`config.mk`:
```
export PLATFORM = sky130hd
export DESIGN_NAME = pbf_framer
export DESIGN_NICKNAME = d
export VERILOG_FILES = /design/src/inc/pbf_pkg.sv /design/src/inc/pbf_crc_if.sv /design/src/hw/pbf_crc.sv /design/src/hw/pbf_framer.sv
export SDC_FILE = /design/constraint.sdc
export NUM_CORES = 1
export LEC_CHECK = 0
export ABC_AREA = 1
export BUFFER_PORTS_ARGS = -buffer_cell sky130_fd_sc_hd__buf_2
export CAP_MARGIN = 40
export CORE_ASPECT_RATIO = 1.1
export CORE_MARGIN = 2
export CORE_UTILIZATION = 40
export CTS_CLUSTER_SIZE = 16
export DETAILED_ROUTE_END_ITERATION = 7
export PLACE_DENSITY_LB_ADDON = 0.08
export SETUP_SLACK_MARGIN = 0.02
export SYNTH_ARGS = -nofsm -noshare
export SYNTH_HDL_FRONTEND = slang
export SYNTH_SLANG_ARGS = --single-unit
```
`constraint.sdc`:
```
create_clock -name sys_clk -period 23.6 [get_ports sys_clk]
set_input_delay 1.18 -clock sys_clk [delete_from_list [all_inputs] [get_ports sys_clk]]
set_output_delay 1.18 -clock sys_clk [all_outputs]
set_load 0.1 [all_outputs]
```
`src/inc/pbf_pkg.sv`:
```
package pbf_pkg;
    localparam int          AW           = 12;
    localparam logic [3:0]  OFF_TCR      = 4'h0;
    localparam logic [3:0]  OFF_BSR_LO   = 4'he;
    localparam logic [3:0]  OFF_BSR_HI   = 4'hf;
    localparam logic [2:0]  BANK_TX      = 3'h0;
    localparam logic [2:0]  BANK_MT      = 3'h3;
    localparam logic [2:0]  BANK_EXT     = 3'h7;
    localparam logic [2:0]  BANK_RST     = 3'h0;
    localparam logic [7:0]  BSR_ID       = 8'h33;
    localparam logic [15:0] TCR_RST      = 16'h0000;
    localparam logic [15:0] TCR_MASK     = 16'hbd87;
    localparam int          TCR_CRC_SUPPRESS    = 8;
    localparam int          CTL_ODD      = 5;
    localparam int          CTL_CRC      = 4;
    localparam logic [7:0]  RX_CTL_BASE  = 8'h40;
    localparam logic [AW-1:0] W_STAT     = 12'h000;
    localparam logic [AW-1:0] W_CNT      = 12'h001;
    localparam logic [AW-1:0] W_DATA     = 12'h002;
    localparam logic [10:0] HDR_WORDS    = 11'h003;
    localparam logic [11:0] DATA_MAX     = 12'd2043;
    localparam logic [11:0] LEN_MAX      = 12'd1518;
    localparam logic [11:0] LEN_MIN      = 12'd64;
    localparam logic [11:0] DA_LEN       = 12'd6;
    localparam logic [11:0] HDR_ODD      = 12'd5;
    localparam logic [11:0] HDR_EVEN     = 12'd6;
    localparam logic [31:0] CRC_INIT     = 32'hffffffff;
    localparam logic [31:0] CRC_POLY     = 32'hedb88320;
    localparam logic [31:0] CRC_RES      = 32'hdebb20e3;
    localparam int          ST_ALGN      = 15;
    localparam int          ST_BCAST     = 14;
    localparam int          ST_CRC_ERROR_FLAG    = 13;
    localparam int          ST_ODD       = 12;
    localparam int          ST_LONG      = 11;
    localparam int          ST_SHORT     = 10;
    localparam int          ST_HASH      = 1;
    localparam int          ST_MCAST     = 0;

    typedef enum logic [2:0] {
        RX_IDLE,
        RX_DATA,
        RX_CTL,
        RX_CNT,
        RX_STAT
    } pbf_rx_state_type;

    typedef enum logic [3:0] {
        TX_IDLE,
        TX_CNT,
        TX_CTL,
        TX_NEXT,
        TX_WORD,
        TX_LO,
        TX_HI,
        TX_ODD,
        TX_CRC,
        TX_STAT
    } pbf_tx_state_type;
endpackage

```
`src/inc/pbf_crc_if.sv`:
```
`timescale 1ns/100ps
`default_nettype none
interface pbf_crc_if;
    logic        init;
    logic        en;
    logic [7:0]  data;
    logic [31:0] crc;
    modport user   (output init, output en, output data, input crc);
    modport engine (input init, input en, input data, output crc);
endinterface
`default_nettype wire

```
`src/hw/pbf_crc.sv`:
```
`timescale 1ns/100ps
`default_nettype none
module pbf_crc (
    input wire logic     sys_clk,
    input wire logic     rst,
    pbf_crc_if.engine    crc_port
);
    import pbf_pkg::*;

    typedef struct packed {
        logic [31:0] crc;
    } pbf_crc_state_type;

    pbf_crc_state_type st;
    pbf_crc_state_type next_st;

    // reflected crc-32, one byte per clock
    function automatic logic [31:0] crc_byte(input logic [31:0] c, input logic [7:0] d);
        logic [31:0] r;
        r = c ^ {24'h000000, d};
        for (int i = 0; i < 8; i++)
        begin
            r = r[0] ? ((r >> 1) ^ CRC_POLY) : (r >> 1);
        end
        return r;
    endfunction

    always_comb
    begin
        next_st = st;
        if (crc_port.init)
        begin
            next_st.crc = crc_port.en ? crc_byte(CRC_INIT, crc_port.data) : CRC_INIT;
        end
        else if (crc_port.en)
        begin
            next_st.crc = crc_byte(st.crc, crc_port.data);
        end
    end

    always_ff @(posedge sys_clk or posedge rst)
    begin
        if (rst)
            st.crc <= CRC_INIT;
        else
            st <= next_st;
    end

    assign crc_port.crc = st.crc;
endmodule
`default_nettype wire

```
`src/hw/pbf_framer.sv`:
```
`timescale 1ns/100ps
`default_nettype none
module pbf_framer (
    input  wire logic            sys_clk,
    input  wire logic            rst,
    input  wire logic [3:0]      host_addr,
    input  wire logic [3:0]      host_be,
    input  wire logic            host_rd,
    input  wire logic            host_wr,
    input  wire logic [31:0]     host_wdata,
    output logic      [31:0]     host_rdata,
    output logic                 host_rvalid,
    output logic      [2:0]      active_bank,
    output logic                 external_register_chip_select_n,
    input  wire logic            rx_valid,
    input  wire logic [7:0]      rx_data,
    input  wire logic            rx_last,
    input  wire logic            rx_er,
    input  wire logic            rx_align_err,
    input  wire logic [pbf_pkg::AW-1:0] rx_base,
    output logic                 rx_done,
    output logic                 rx_mcast_accept,
    input  wire logic            tx_start,
    input  wire logic [pbf_pkg::AW-1:0] tx_base,
    input  wire logic [15:0]     tx_status,
    input  wire logic            tx_ready,
    output logic                 tx_valid,
    output logic      [7:0]      tx_data,
    output logic                 tx_done,
    output logic                 mem_we,
    output logic [pbf_pkg::AW-1:0] mem_waddr,
    output logic      [15:0]     mem_wdata,
    output logic                 mem_re,
    output logic [pbf_pkg::AW-1:0] mem_raddr,
    input  wire logic [15:0]     mem_rdata
);
    import pbf_pkg::*;

    typedef struct packed {
        logic [2:0]       bank;
        logic [15:0]      transmit_control_register;
        logic [63:0]      mt;
        logic [31:0]      rdata;
        logic             rvalid;
        logic             cs_n;
        pbf_rx_state_type rx_state;
        logic [11:0]      rx_n;
        logic [AW-1:0]    rx_wbase;
        logic [7:0]       rx_lo;
        logic [5:0]       rx_hash;
        logic             rx_bcast;
        logic             rx_mcast;
        logic             rx_bad;
        logic             rx_align;
        logic             rx_odd;
        logic             rx_done;
        logic             rx_macc;
        pbf_tx_state_type tx_state;
        logic [AW-1:0]    tx_base;
        logic [AW-1:0]    tx_ptr;
        logic [10:0]      tx_left;
        logic [15:0]      tx_word;
        logic [7:0]       tx_ctl_lo;
        logic             tx_odd;
        logic             tx_append;
        logic             tx_valid;
        logic [7:0]       tx_data;
        logic [1:0]       tx_bi;
        logic             tx_done;
        logic             mem_we;
        logic [AW-1:0]    mem_waddr;
        logic [15:0]      mem_wdata;
        logic             mem_re;
        logic [AW-1:0]    mem_raddr;
    } pbf_state_type;

    pbf_state_type st;
    pbf_state_type next_st;

    pbf_crc_if crc_rx ();
    pbf_crc_if crc_tx ();

    logic tx_accept;

    function automatic logic [7:0] rd_byte(input logic [3:0] a, input logic [2:0] bk,
                                           input logic [15:0] transmit_control_register, input logic [63:0] mt);
        logic [7:0] r;
        r = 8'h00;
        if (a == OFF_BSR_HI)
            r = BSR_ID;
        else if (a == OFF_BSR_LO)
            r = {5'h00, bk};
        else if (bk == BANK_TX && a[3:1] == OFF_TCR[3:1])
            r = a[0] ? transmit_control_register[15:8] : transmit_control_register[7:0];
        else if (bk == BANK_MT && !a[3])
            r = mt[{a[2:0], 3'h0} +: 8];
        return r;
    endfunction

    // top crc bits, bit order restored from the reflected register
    function automatic logic [5:0] crc_hash(input logic [31:0] c);
        logic [5:0] h;
        h = 6'h00;
        for (int i = 0; i < 6; i++)
        begin
            h[5 - i] = c[i];
        end
        return h;
    endfunction

    assign tx_accept     = st.tx_valid && tx_ready;
    assign crc_rx.init   = rx_valid && st.rx_state == RX_IDLE;
    assign crc_rx.en     = rx_valid && (st.rx_state == RX_IDLE || st.rx_state == RX_DATA);
    assign crc_rx.data   = rx_data;
    assign crc_tx.init   = st.tx_state == TX_IDLE;
    assign crc_tx.en     = tx_accept && st.tx_state != TX_CRC;
    assign crc_tx.data   = st.tx_data;

    pbf_crc u_crc_rx (
        .sys_clk  (sys_clk),
        .rst      (rst),
        .crc_port (crc_rx.engine)
    );

    pbf_crc u_crc_tx (
        .sys_clk  (sys_clk),
        .rst      (rst),
        .crc_port (crc_tx.engine)
    );

    always_comb
    begin
        logic [3:0]    ba;
        logic [11:0]   idx;
        logic [11:0]   nst;
        logic [AW-1:0] base;
        logic [10:0]   words;
        logic [15:0]   stat;
        ba    = 4'h0;
        idx   = 12'h000;
        base  = st.rx_wbase;
        words = 11'h000;
        stat  = 16'h0000;
        nst   = (st.rx_n > DATA_MAX) ? DATA_MAX : st.rx_n;
        next_st = st;
        next_st.rvalid  = 1'b0;
        next_st.rx_done = 1'b0;
        next_st.rx_macc = 1'b0;
        next_st.tx_done = 1'b0;
        next_st.mem_we  = 1'b0;
        next_st.mem_re  = 1'b0;

        // host window, decoded against the bank held at cycle start
        next_st.cs_n = !((host_rd || host_wr) && st.bank == BANK_EXT && !host_addr[3]);
        next_st.rvalid = host_rd;
        for (int i = 0; i < 4; i++)
        begin
            ba = {host_addr[3:2], 2'(i)};
            if (host_rd)
                next_st.rdata[8*i +: 8] = host_be[i] ? rd_byte(ba, st.bank, st.transmit_control_register, st.mt) : 8'h00;
            if (host_wr && host_be[i])
            begin
                // a dword write at 0ch only lands on the bank select lanes
                if (ba == OFF_BSR_LO)
                    next_st.bank = host_wdata[8*i +: 3];
                else if (st.bank == BANK_TX && ba[3:1] == OFF_TCR[3:1])
                    next_st.transmit_control_register[{ba[0], 3'h0} +: 8] = host_wdata[8*i +: 8]
                                                       & TCR_MASK[{ba[0], 3'h0} +: 8];
                else if (st.bank == BANK_MT && !ba[3])
                    next_st.mt[{ba[2:0], 3'h0} +: 8] = host_wdata[8*i +: 8];
            end
        end

        // receive side: device writes the whole structure
        unique case (st.rx_state)
            RX_IDLE,
            RX_DATA:
            begin
                if (rx_valid)
                begin
                    if (st.rx_state == RX_IDLE)
                    begin
                        next_st.rx_bcast = 1'b1;
                        next_st.rx_bad   = 1'b0;
                        next_st.rx_hash  = 6'h00;
                        next_st.rx_wbase = rx_base;
                        base = rx_base;
                    end
                    else
                    begin
                        idx = st.rx_n;
                    end
                    next_st.rx_n = (idx == 12'hfff) ? idx : idx + 12'h001;
                    next_st.rx_state = rx_last ? RX_CTL : RX_DATA;
                    if (idx < DA_LEN && rx_data != 8'hff)
                        next_st.rx_bcast = 1'b0;
                    if (idx == 12'h000)
                        next_st.rx_mcast = rx_data[0];
                    if (idx == DA_LEN)
                        next_st.rx_hash = crc_hash(crc_rx.crc);
                    if (rx_er)
                        next_st.rx_bad = 1'b1;
                    if (rx_last)
                        next_st.rx_align = rx_align_err;
                    // bytes below DATA_MAX stored verbatim from offset 4
                    if (!idx[0])
                        next_st.rx_lo = rx_data;
                    else if (idx < DATA_MAX)
                    begin
                        next_st.mem_we    = 1'b1;
                        next_st.mem_waddr = base + W_DATA + {1'b0, idx[11:1]};
                        next_st.mem_wdata = {rx_data, st.rx_lo};
                    end
                end
            end
            RX_CTL:
            begin
                next_st.rx_odd = nst[0];
                next_st.rx_bad = st.rx_bad || crc_rx.crc != CRC_RES;
                next_st.mem_we    = 1'b1;
                next_st.mem_waddr = st.rx_wbase + W_DATA + {1'b0, nst[11:1]};
                next_st.mem_wdata = {RX_CTL_BASE | {2'h0, nst[0], 5'h00},
                                     nst[0] ? st.rx_lo : 8'h00};
                next_st.rx_state  = RX_CNT;
            end
            RX_CNT:
            begin
                next_st.mem_we    = 1'b1;
                next_st.mem_waddr = st.rx_wbase + W_CNT;
                // always even; odd flag carries the truth
                next_st.mem_wdata = {4'h0, nst + (st.rx_odd ? HDR_ODD : HDR_EVEN)};
                next_st.rx_state  = RX_STAT;
            end
            RX_STAT:
            begin
                stat[ST_ALGN]   = st.rx_align;
                stat[ST_BCAST]  = st.rx_bcast;
                stat[ST_CRC_ERROR_FLAG] = st.rx_bad;
                stat[ST_ODD]    = st.rx_odd;
                stat[ST_LONG]   = st.rx_n > LEN_MAX;
                stat[ST_SHORT]  = st.rx_n < LEN_MIN;
                stat[ST_HASH +: 6] = st.rx_hash;
                stat[ST_MCAST]  = st.rx_mcast;
                next_st.mem_we    = 1'b1;
                next_st.mem_waddr = st.rx_wbase + W_STAT;
                next_st.mem_wdata = stat;
                next_st.rx_done   = 1'b1;
                next_st.rx_macc   = st.rx_mcast && st.mt[st.rx_hash];
                next_st.rx_state  = RX_IDLE;
            end
        endcase

        // transmit side: host built the packet, device reads it and writes back the status word
        unique case (st.tx_state)
            TX_IDLE:
            begin
                if (tx_start)
                begin
                    next_st.tx_base   = tx_base;
                    next_st.tx_ptr    = tx_base + W_DATA;
                    next_st.mem_re    = 1'b1;
                    next_st.mem_raddr = tx_base + W_CNT;
                    next_st.tx_state  = TX_CNT;
                end
            end
            TX_CNT:
            begin
                words = mem_rdata[11:1];
                next_st.tx_left   = (words > HDR_WORDS) ? words - HDR_WORDS : 11'h000;
                next_st.mem_re    = 1'b1;
                next_st.mem_raddr = (words < HDR_WORDS) ? st.tx_ptr
                                    : st.tx_base + {1'b0, words} - 12'h001;
                next_st.tx_state  = TX_CTL;
            end
            TX_CTL:
            begin
                next_st.tx_ctl_lo = mem_rdata[7:0];
                next_st.tx_odd    = mem_rdata[8 + CTL_ODD];
                // crc by default unless suppressed, then per packet
                next_st.tx_append = !st.transmit_control_register[TCR_CRC_SUPPRESS] || mem_rdata[8 + CTL_CRC];
                next_st.tx_state  = TX_NEXT;
            end
            TX_NEXT:
            begin
                next_st.tx_bi = 2'h0;
                if (st.tx_left != 11'h000)
                begin
                    next_st.mem_re    = 1'b1;
                    next_st.mem_raddr = st.tx_ptr;
                    next_st.tx_state  = TX_WORD;
                end
                else if (st.tx_odd)
                begin
                    next_st.tx_valid = 1'b1;
                    next_st.tx_data  = st.tx_ctl_lo;
                    next_st.tx_state = TX_ODD;
                end
                else
                    next_st.tx_state = st.tx_append ? TX_CRC : TX_STAT;
            end
            TX_WORD:
            begin
                next_st.tx_word  = mem_rdata;
                next_st.tx_valid = 1'b1;
                next_st.tx_data  = mem_rdata[7:0];
                next_st.tx_state = TX_LO;
            end
            TX_LO:
            begin
                if (tx_accept)
                begin
                    next_st.tx_data  = st.tx_word[15:8];
                    next_st.tx_state = TX_HI;
                end
            end
            TX_HI:
            begin
                if (tx_accept)
                begin
                    next_st.tx_valid = 1'b0;
                    next_st.tx_left  = st.tx_left - 11'h001;
                    next_st.tx_ptr   = st.tx_ptr + 12'h001;
                    next_st.tx_state = TX_NEXT;
                end
            end
            TX_ODD:
            begin
                if (tx_accept)
                begin
                    next_st.tx_valid = 1'b0;
                    next_st.tx_state = st.tx_append ? TX_CRC : TX_STAT;
                end
            end
            TX_CRC:
            begin
                // bubble before each fcs byte lets the crc settle first
                if (!st.tx_valid)
                begin
                    next_st.tx_valid = 1'b1;
                    next_st.tx_data  = ~crc_tx.crc[{st.tx_bi, 3'h0} +: 8];
                end
                else if (tx_accept)
                begin
                    next_st.tx_valid = 1'b0;
                    next_st.tx_bi    = st.tx_bi + 2'h1;
                    if (st.tx_bi == 2'h3)
                        next_st.tx_state = TX_STAT;
                end
            end
            TX_STAT:
            begin
                // receive owns the write port; status waits until receive leaves it free
                if (!next_st.mem_we)
                begin
                    next_st.mem_we    = 1'b1;
                    next_st.mem_waddr = st.tx_base + W_STAT;
                    next_st.mem_wdata = tx_status;
                    next_st.tx_done   = 1'b1;
                    next_st.tx_state  = TX_IDLE;
                end
            end
            default:
                next_st.tx_state = TX_IDLE;
        endcase
    end

    always_ff @(posedge sys_clk or posedge rst)
    begin
        if (rst)
        begin
            st      <= '0;
            st.bank <= BANK_RST;
            st.transmit_control_register  <= TCR_RST;
            st.cs_n <= 1'b1;
        end
        else
            st <= next_st;
    end

    assign host_rdata  = st.rdata;
    assign host_rvalid = st.rvalid;
    assign active_bank = st.bank;
    assign external_register_chip_select_n = st.cs_n;
    assign rx_done         = st.rx_done;
    assign rx_mcast_accept = st.rx_macc;
    assign tx_valid  = st.tx_valid;
    assign tx_data   = st.tx_data;
    assign tx_done   = st.tx_done;
    assign mem_we    = st.mem_we;
    assign mem_waddr = st.mem_waddr;
    assign mem_wdata = st.mem_wdata;
    assign mem_re    = st.mem_re;
    assign mem_raddr = st.mem_raddr;
endmodule
`default_nettype wire

```
## After elaboration in Yosys (flattened, before gate mapping)

Cells that the tools add are included.

| word-level totals | value |
|---|---|
| bits in registers | 346 |
| input bits | 114 |
| output and inout port bits | 91 |

| operators by class | value |
|---|---|
| add/sub/neg operators | 19 |
| order comparisons | 8 |
| equal/unequal tests | 37 |
| shifts and indexed selects | 13 |
| mux-type cells | 131 |
| bitwise logic cells | 38 |
| reduce and logical (&&, ||, !) cells | 56 |

Operators with widths:

| operator | count |
|---|---|
| 2-to-1 mux 32 bit | 38 |
| 2-to-1 mux 64 bit | 10 |
| NOT 13 -> 14 bit | 32 |
| bitwise mux 64 bit | 4 |
| variable shift 8 x 8 -> 64 bit, first input constant | 4 |
| indexed part select 64 x 7 -> 8 bit | 4 |
| indexed part select 8 x 8 -> 64 bit | 4 |
| 2-to-1 mux 8 bit | 17 |
| one-hot mux 29 bit (4 select lines) | 1 |
| 2-to-1 mux 12 bit | 9 |
| 2-to-1 mux 29 bit | 3 |
| 2-to-1 mux 72 bit | 1 |
| NOT 8 -> 32 bit | 2 |
| bitwise XOR 32 x 8 -> 32 bit | 2 |
| 2-to-1 mux 30 bit | 2 |
| adder 12 x 1 -> 12 bit, second input constant | 4 |
| 2-to-1 mux 45 bit | 1 |
| one-hot mux 4 bit (10 select lines) | 1 |
| one-hot mux 13 bit (3 select lines) | 1 |
| adder 12 x 11 -> 12 bit | 3 |
| adder 12 x 2 -> 12 bit, second input constant | 3 |
| 2-to-1 mux 4 bit | 9 |
| != test 32 bit, second input constant | 1 |
| negation 6 -> 8 bit | 4 |
| 65 further kinds | 142 |

## Longest topological paths before layout

Gate-level depths: netlist of run 1.

| logic depth | value |
|---|---|
| depth in word-level cells | 19 |
| mapped depth | 21 |
| mapped depth without buffers | 19 |

## Cells and area by module

Synthesis of run 1 repeated with hierarchy kept, for this count alone.

| unflattened totals | value |
|---|---|
| cell total of the unflattened synthesis | 3460 |
| area, all modules | 24379.6 um^2 |

Modules (own cells, without submodules):

| module | times used | cells an instance | area an instance (um^2) | seq. area each (um^2) |
|---|---|---|---|---|
| pbf_framer | 1 | 2463 | 17827.1 | 6757.7 |
| pbf_crc at u_crc_rx | 1 | 518 | 3290.7 | 840.8 |
| pbf_crc at u_crc_tx | 1 | 479 | 3261.9 | 840.8 |

## Least setup slack after synthesis of run 1

No wires, ideal clock.

| path | value |
|---|---|
| path kind | input port to flip-flop |
| start | input rx_base[1] in the netlist's numbering |
| end | register st (netlist bit mem_waddr[7]) |
| data arrival time | 2.871 ns |
| setup slack | 20.612 ns |
| stages | 13 |
| path buffers | 0 |
| cells stage by stage | o21ai_0 > ha_1 > inv_1 > ha_1 > fa_1 > nand3_1 > nand3_1 > a21oi_1 > inv_1 > nor2_1 > o21ai_1 > nor2_1 > nor2_1 |

RTL lines:

| what | RTL line | source |
|---|---|---|
| start: declaration | pbf_framer.sv:20 | `input wire logic [pbf_pkg::AW-1:0] rx_base,` |
| end signal: assignment | pbf_framer.sv:377 | `st <= next_st;` |
| end: declaration | pbf_framer.sv:77 | `pbf_state_type st;` |

==> qor.yml, run 1 <==
status:
  status: "completed"
worst_setup_path:
  max_stage_delay_ns: 0.69
  path_buf_inv: 3
  rr_worst_depth: 14
  start_kind: "flip-flop"
  worst-path-stages: 14
  path_max_fanout: 31
  slowest_stage: "dfrtp_1"
  cpMostUsedCell: "nor2_1"
  path_class: "flip-flop to flip-flop"
  worstPathCellList: "inv_2 > nand2_8 > inv_2 > nor2_1 > ha_1 > nor2_1 > nor2_1 > nand3_2 > nand3_1 > nand2_1 > a21oi_1 > nand3_1 > nand2_1 > inv_1"
  end_kind: "flip-flop"
  required_ns: 24.08
  crit_family: "simple AND/OR/NAND/NOR gates"
  crit_arrival_ns: 4.43
synth:
  synth_edf_count: 0
  synth_commonest_cells: "nand2_1, inv_1, o21ai_0"
  synth_seq_area_share_pct: 36.11
  ys_seq_elements: 334
  yosys_most_used_dff: "dfrtp_1"
  syn_avg_cell_area_sq_um: 7.209
  yosysUniqueCellTypes: 60
  synth_area_leaders: "dfrtp_1, nand2_1, o21ai_0"
  async_flop_share_pct: 100.0
  netlist_area_sq_um: 23370
  yosysMostFrequentCell: "nand2_1"
  synthesis.instances: 3242
  synth_nets: 3438
  yosys_warnings: 0
  yosys.area.top_type_share_pct: 28.80
  synth_area_leader_cell: "dfrtp_1"
clocking:
  clockBufferDepth: 3
  cts.sinks: 334
  cts_tree: "yes"
  numCtsBuffers: 42
  postCtsSetupRepairBufs: 0
  worstSkewPairLatency_ns: 0.58
  ctsHoldBuffers: 0
  clk_pin_slew_ns: 0.06
  cts_max_level: 2
  clockRootBuffer: "clkbuf_16"
  post_cts_resized: 0
final_layout:
  drive_above_1_share_pct: 12.51
  syn2layout_area_growth_pct: 11.13
  nNetsFinal: 3521
job:
  cap_viol_max_count: 0
power:
  power_frac_comb_pct: 57.6
  p_switching_mw: 2.028
  intPower_mw: 1.895
  netSwitchingFraction_pct: 51.70
  pwr-share-seq_pct: 25.8
  power.density_nw_per_um2: 151.0
  p_leak_nw: 13.01
  power.clock.fraction_pct: 16.6
  irDropWorstVdd_mv: 0.1148
timing:
  whs_ns: 0.4706
  setup_violations: 0
  hold_viol: 0
  tightest_slew_ns: 0.9335
  finClkSkew_ns: 0.02165
  fmax_mhz: 252.7
  final.min_clock_period_ns: 3.957
  final.period_utilization_pct: 16.77
  slew_viol_final: 0
  rsz0062_at_grt: "false"
  slew_headroom_pct: 37.77
  finalSetupTns_ns: 0
die:
  ios: 205
  die_height_um: 257.5
  initial_utilization_pct: 40.61
  num_rows: 92
  die_area_sq_um: 60380
  die-width_um: 234.5
  coreArea_sq_um: 57560
place:
  place.gp.congestion: 0.9431
  io_buffers: 202
  post-dp-hpwl_um: 59150
route:
  dr_total_vias: 22070
  wire_per_inst_um: 19.19
  drt_iter0_drc: 1630
  firstDrtPassIters: 6
  routed_wirelength_um: 78970
  via_per_inst: 5.364
  drc: 0
  drtAntennaViolNets: 0
global_route:
  grt_pass1_vias: 21550
  globalRoute.totalOverflow: 0
  grt_pass1_wl_um: 122300
  antenna_found_initial: 3
  grt_usage_pct: 25.96
  grt_max_degree: 150
hold_path:
  hold_depth: 2
  min_path_type: "flip-flop to flip-flop"
[worst reg2reg max path, delay by kind of cell, from the launching register on]
kind	cells	cell delay, ns
compound gates	1	0.42
flops	1	0.69
fa+ha+maj	1	0.28
buf+inv	3	0.53
simple gates	9	1.94
[area by class of cell]
cell class | instances | area, sq um
clock buffers | 61 | 1214
multi-input cells | 2292 | 12260
diodes | 5 | 12.51
repair buffers | 230 | 1349
clock inverters | 16 | 156.4
well taps | 752 | 940.9
flip-flops and latches | 334 | 8439
inverters | 425 | 1603
fillers | 5918 | 31580
[path summary, 6_finish.rpt]
kind,endpoint,from,slack (ns)
setup / recovery,mem_wdata[4],st[164],19.64
hold / removal,u_crc_rx.crc_port.crc[22],u_crc_rx.crc_port.crc[22],0.47
setup reg to reg,mem_wdata[4],st[164],19.64
hold reg to reg,u_crc_rx.crc_port.crc[22],u_crc_rx.crc_port.crc[22],0.47
max in group asynchronous,st[162],rst,21.41
min in group asynchronous,st[278],rst,0.61
[power groups by stage]
stage          logic [mW]  registers [mW]  clock network [mW]
2_1_floorplan        1.78           0.960                   0
3_3_place_gp         2.20            1.02                   0
3_5_place_dp         2.24            1.01                   0
4_1_cts              2.25            1.01               0.671
5_1_grt              2.50            1.04               0.690
6_report             2.26            1.01               0.653
[layer usage]
layer  wire length [um]  global-route usage (%)
met1              33320                   33.18
met2              37590                   43.93
met3               5134                   4.133
met4               2913                   9.609
met5                 16                       0
[cell families after synthesis]
logic type,count (synthesis),share of synthesized area [%]
simple gates,1341,24.05
compound gates,680,16.43
buf+inv,616,11.48
flops,334,36.11
xor+xnor,188,7.398
fa+ha+maj,82,4.518
other cells,1,0.01604
[layout by cell type (no fill, tap or decap), types with 28 or more instances in the layout]
cell type and n:
a21oi_1 141, a22oi_1 28, buf_2 202, clkbuf_16 43, dfrtp_1 269, dfstp_2 65
ha_1 78, inv_1 410, nand2_1 794, nand3_1 227, nand4_1 31, nor2_1 215
o211ai_1 45, o21ai_0 362, xnor2_1 66, xor2_1 114
[sequential cells by signal, summed over array words and instances (netlist names)]
name	count
tx_data	8
active_bank	3
tx_valid	1
st	179
host_rdata	32
mem_re	1
external_register_chip_select_n	1
u_crc_rx.crc_port.crc	32
mem_we	1
rx_done	1
tx_done	1
u_crc_tx.crc_port.crc	32
rx_mcast_accept	1
mem_raddr	12
mem_waddr	12
mem_wdata	16
host_rvalid	1
[per-stage QoR]
step | util, % | power [mW] | instance area [sq um] | instances | worst slack [ns]
after global routing | 45.11 | 4.228 | 25960 | 4110 | 19.41
final | 45.13 | 3.923 | 25970 | 4115 | 19.64
after detailed placement | 42.71 | 3.256 | 24580 | 4032 | 19.70
after CTS | 45.09 | 3.930 | 25950 | 4109 | 19.67
after floorplan | - | 2.737 | 23370 | 3242 | 13.27
after global placement | 42.42 | 3.218 | 24420 | 4025 | 19.74
Note: power is estimated with default switching activity, not from simulation.
==> run 2, diff against run 1 <==
Settings changed: ABC_AREA 1 to 0.
Clock period 23.6 ns to 4 ns, I/O delays scaled along.
==> qor.yml, run 2 <==
timing:
  fmax_mhz: 269.7
  slew_viol_final: 0
  final.min_clock_period_ns: 3.708
  whs_ns: 0.03553
  slew_headroom_pct: 33.06
  final.period_utilization_pct: 92.71
  rsz0062_at_grt: "false"
  finClkSkew_ns: 0.03813
  tightest_slew_ns: 0.9964
  hold_viol: 0
  setup_violations: 0
worst_setup_path:
  crit_family: "compound AO/OA/AOI/OAI gates"
  slowest_stage: "o21ai_1"
  path_class: "flip-flop to flip-flop"
  cpMostUsedCell: "nand2_1"
  end_kind: "flip-flop"
  start_kind: "flip-flop"
  max_stage_delay_ns: 0.65
  required_ns: 4.50
  path_buf_inv: 0
  path_max_fanout: 16
  worstPathCellList: "or3_1 > and2_1 > ha_1 > o2111ai_1 > nand2_1 > o21ai_1 > nand2_1 > a41oi_1"
  crit_arrival_ns: 4.21
route:
  dr_total_vias: 18550
  firstDrtPassIters: 5
  drt_iter0_drc: 1267
  routed_wirelength_um: 72540
  wire_per_inst_um: 21.83
  drc: 0
  via_per_inst: 5.582
  drtAntennaViolNets: 0
power:
  irDropWorstVdd_mv: 0.4748
  power.density_nw_per_um2: 977.1
  p_leak_nw: 11.19
clocking:
  worstSkewPairLatency_ns: 0.59
  cts_tree: "yes"
  cts.sinks: 334
  clk_pin_slew_ns: 0.06
  clockRootBuffer: "clkbuf_16"
  cts_max_level: 2
  numCtsBuffers: 42
  clockBufferDepth: 3
synth:
  synthesis.instances: 2389
  netlist_area_sq_um: 22490
  syn_avg_cell_area_sq_um: 9.413
  synth_area_leader_cell: "dfrtp_1"
  yosys_most_used_dff: "dfrtp_1"
  yosys_warnings: 0
  synth_commonest_cells: "dfrtp_1, nand2_1, xnor2_1"
  synth_edf_count: 0
  yosys.area.top_type_share_pct: 29.93
  yosysUniqueCellTypes: 88
  yosysMostFrequentCell: "dfrtp_1"
  synth_seq_area_share_pct: 37.53
  async_flop_share_pct: 100.0
  synth_area_leaders: "dfrtp_1, dfstp_2, xnor2_1"
  synth_nets: 2585
  ys_seq_elements: 334
final_layout:
  finalCoreUtilization_pct: 46.58
  largest_reg_flops: 179
  n_fill_cell: 5425
  regMostFlops: "st"
  drive_above_1_share_pct: 19.48
  final_cell_mix: "dfrtp_1, nand2_1, buf_2"
  nNetsFinal: 2741
  syn2layout_area_growth_pct: 15.56
  final_common_cell: "dfrtp_1"
  final_cells: 3323
die:
  initial_utilization_pct: 40.31
  die_area_sq_um: 58130
  coreArea_sq_um: 55790
  die_height_um: 252.7
  num_rows: 91
  die-width_um: 230.1
  ios: 205
place:
  io_buffers: 202
  post-dp-hpwl_um: 53300
  dp.cells: 3149
  place.gp.congestion: 0.9078
status:
  status: "completed"
global_route:
  grt_pass1_wl_um: 112500
  grt_pass1_vias: 18970
  grt_usage_pct: 24.79
  globalRoute.totalOverflow: 0
  grt_max_degree: 98
  antenna_found_initial: 1
hold_path:
  min_path_type: "input pin to flip-flop"
job:
  cap_viol_max_count: 0
## run 2: cell count changes after synthesis, sizes merged, moves of 69 or more
cell   delta
inv     -311
mux2    +115
xnor2   +132
nor2     -69
nand3   -190
o21ai   -213
nand2   -576
## run 2: routing by layer
layer  GRT usage (%)  vias to the layer above  wire, um
li1                -                     8689         -
met1           33.37                     9226     32240
met2           41.64                      528     35020
met3           2.944                      105      3537
met4           7.797                        0      1741
met5               0                        -         0
## run 2: timing repair
action	in CTS	in global routing
hold endpoints to repair	155	0
resized for setup	0	0
buffers inserted	0	0
hold buffers	96	0
## run 2: cell type report
class | count | area [sq um] | area share, %
clock buffers | 70 | 1226 | 4.719
inverters | 108 | 409.1 | 1.574
multi-input cells | 1710 | 12420 | 47.78
clock inverters | 6 | 120.1 | 0.4622
flip-flops and latches | 334 | 8439 | 32.48
diodes | 2 | 5.005 | 0.01926
repair buffers | 349 | 2440 | 9.389
well taps | 744 | 930.9 | 3.582
## run 2: logic make-up (layout without fill, tap and decap cells)
logic type | Yosys count | after routing | share of synthesized area [%]
compound gates | 558 | 558 | 15.81
xor+xnor | 300 | 300 | 12.76
fa+ha+maj | 82 | 82 | 4.696
buf+inv | 345 | 533 | 7.400
flops | 334 | 334 | 37.53
mux | 159 | 159 | 9.219
other cells | 1 | 3 | 0.01668
simple gates | 610 | 610 | 12.57
## run 2: path summary, 6_finish.rpt
kind,startpoint,end,slack (ns),cells past startpoint
worst max register to register,st[166],mem_wdata[6],0.29,8
worst min-delay path,tx_base[6],st[109],0.04,3
max in group asynchronous,rst,st[60],2.82,4
worst min register to register,mem_raddr[0],mem_raddr[0],0.46,2
worst max-delay path,st[166],mem_wdata[6],0.29,8
min in group asynchronous,rst,st[147],0.17,3
## run 2: metrics by stage
step | area, sq um | power, mW | worst slack (ns) | setup TNS [ns]
after global placement | 23570 | 21.34 | 0.4158 | 0
after detailed placement | 23670 | 21.52 | 0.3960 | 0
after CTS | 25980 | 25.52 | 0.3614 | 0
after global routing | 25980 | 27.18 | 0.1170 | 0
final | 25990 | 25.39 | 0.2917 | 0
after floorplan | 22490 | 18.37 | -0.6095 | -163.97
## run 2: worst min-delay path, delay by kind of cell
kind | cells | cell delay (ns)
AO/OA/AOI/OAI | 1 | 0.09
buffers and inverters | 1 | 0.15
AND/OR/NAND/NOR | 1 | 0.09
## run 2: where the power goes
group / leakage [nW] / switching [mW] / total, mW / internal, mW
Clock: 0.647 / 1.58 / 3.76 / 2.17
Sequential: 4.14 / 1.56 / 6.44 / 4.89
Combinational: 6.41 / 9.09 / 15.2 / 6.11
==> run 3, diff against run 2 <==
Settings changed: ABC_AREA 0 to 1.
==> qor.yml, run 3 (synthesis gave the netlist of run 1 again) <==
final_layout:
  final_cell_area_sq_um: 26860
  final_cells: 4204
  regMostFlops: "st"
  drive_above_1_share_pct: 12.35
  finalCoreUtilization_pct: 46.67
  final_common_cell: "nand2_1"
  syn2layout_area_growth_pct: 14.91
  nNetsFinal: 3613
  final_cell_mix: "nand2_1, inv_1, o21ai_0"
  largest_reg_flops: 179
global_route:
  grt_max_degree: 111
  grt_pass1_wl_um: 124500
  grt_usage_pct: 26.33
  antenna_found_initial: 1
  grt_pass1_vias: 21850
  globalRoute.totalOverflow: 0
worst_setup_path:
  start_kind: "flip-flop"
  crit_arrival_ns: 3.97
  slowest_stage: "dfrtp_1"
  path_max_fanout: 6
  crit_family: "simple AND/OR/NAND/NOR gates"
  reg2reg_from: "st[157]"
  max_stage_delay_ns: 0.46
  rrSetupSlack_ns: 0.49
  end_kind: "flip-flop"
  rr_endpoint: "mem_waddr[7]"
  worst-path-stages: 16
  path_buf_inv: 2
  rr_worst_depth: 16
  worstPathCellList: "nand2_1 > nor2_2 > a21oi_1 > inv_1 > nor2_1 > inv_1 > ha_1 > ha_1 > fa_1 > nand3_1 > nand3_1 > a21oi_1 > xor2_1 > o21ai_0 > nor2_1 > nor2_1"
  cpMostUsedCell: "nor2_1"
  crit_path_end: "mem_waddr[7]"
  crit_start: "st[157]"
  required_ns: 4.46
  path_class: "flip-flop to flip-flop"
clocking:
  cts_max_level: 2
  cts.sinks: 334
  worstSkewPairLatency_ns: 0.57
  clockRootBuffer: "clkbuf_16"
  numCtsBuffers: 42
  post_cts_resized: 0
  cts_tree: "yes"
  clockBufferDepth: 3
  clk_pin_slew_ns: 0.06
route:
  drc: 0
  via_per_inst: 5.307
  drt_iter0_drc: 1695
  wire_per_inst_um: 19.06
  firstDrtPassIters: 6
  routed_wirelength_um: 80140
  drtAntennaViolNets: 0
  dr_total_vias: 22310
timing:
  final.min_clock_period_ns: 3.508
  fmax_mhz: 285.0
  tightest_slew_ns: 0.8623
  rsz0062_at_grt: "false"
  slew_headroom_pct: 42.35
  finClkSkew_ns: 0.01612
  hold_viol: 0
  slew_viol_final: 0
  setup_violations: 0
  final.period_utilization_pct: 87.71
  whs_ns: 0.02648
die:
  coreArea_sq_um: 57560
  ios: 205
  num_rows: 92
  die_area_sq_um: 60380
  initial_utilization_pct: 40.61
  die_height_um: 257.5
  die-width_um: 234.5
place:
  dp.cells: 4042
  dpl_cell_area_sq_um: 24630
  post-dp-hpwl_um: 60540
  io_buffers: 202
  place.gp.congestion: 0.9250
hold_path:
  min_path_type: "input pin to flip-flop"
status:
  status: "completed"
power:
  total_power_mw: 23.34
  p_leak_nw: 13.39
  irDropWorstVdd_mv: 0.6928
  power.density_nw_per_um2: 868.9
job:
  cap_viol_max_count: 0
-- run 3: cell types whose count changed in the layout (fill, tap and decap cells not counted), moves of 59 or more --
cell	delta
o21ai_1	-68
o21ai_0	+282
inv_1	+307
nor2_1	+59
xnor2_1	-125
nand2_1	+563
nand3_1	+189
-- run 3: per-stage QoR --
step / setup TNS (ns) / worst slack, ns
5_1_grt: 0 / 0.1804
6_report: 0 / 0.4917
2_1_floorplan: -163.97 / -0.6095
4_1_cts: 0 / 0.5258
3_5_place_dp: 0 / 0.5650
3_3_place_gp: 0 / 0.6024
-- run 3: layout make-up --
cell class,instances,area [sq um]
Fill cell,5968,30700
Clock buffer,65,1239
Tap cell,752,940.9
Clock inverter,12,150.1
Sequential cell,334,8439
Timing Repair Buffer,322,2225
Antenna cell,2,5.005
Multi-Input combinational cell,2292,12260
Inverter,425,1599
-- run 3: how the worst min path moves through the flow --
stage                   from          end  slack, ns  cells past startpoint
2_1_floorplan        host_rd  host_rvalid       0.23                      0
3_3_place_gp             rst      st[260]       0.31                      2
3_5_place_dp             rst      st[260]       0.30                      2
4_1_cts          rx_base[10]      st[150]      0.001                      5
5_1_grt        mem_rdata[10]       st[74]       0.03                      3
6_report         rx_base[10]      st[150]       0.03                      5
-- run 3: power by group --
part	switching (mW)	internal [mW]
sequential	1.11	4.85
clock	1.58	2.33
combinational	9.28	4.19
total	12.0	11.4
-- run 3: worst reg2reg max path, delay by kind of cell (launching register included) --
family	cells	cell delay, ns
buf+inv	2	0.26
simple gates	7	0.94
compound gates	3	0.72
flops	1	0.46
fa+ha+maj	3	0.86
xor+xnor	1	0.15
-- run 3: timing repair --
item	CTS	global route
setup buffers	0	0
endpoints found under the hold margin	142	0
hold buffers	83	0
-- run 3: per-layer routing --
| metal | track usage, % | vias up | part of all wire [%] |
|---|---|---|---|
| met5 | 0 | - | 0.016 |
| met4 | 9.277 | 2 | 3.6 |
| met3 | 3.690 | 153 | 5.5 |
| met2 | 44.56 | 707 | 48 |
| met1 | 34.17 | 10590 | 43 |
| li1 | - | 10860 | - |
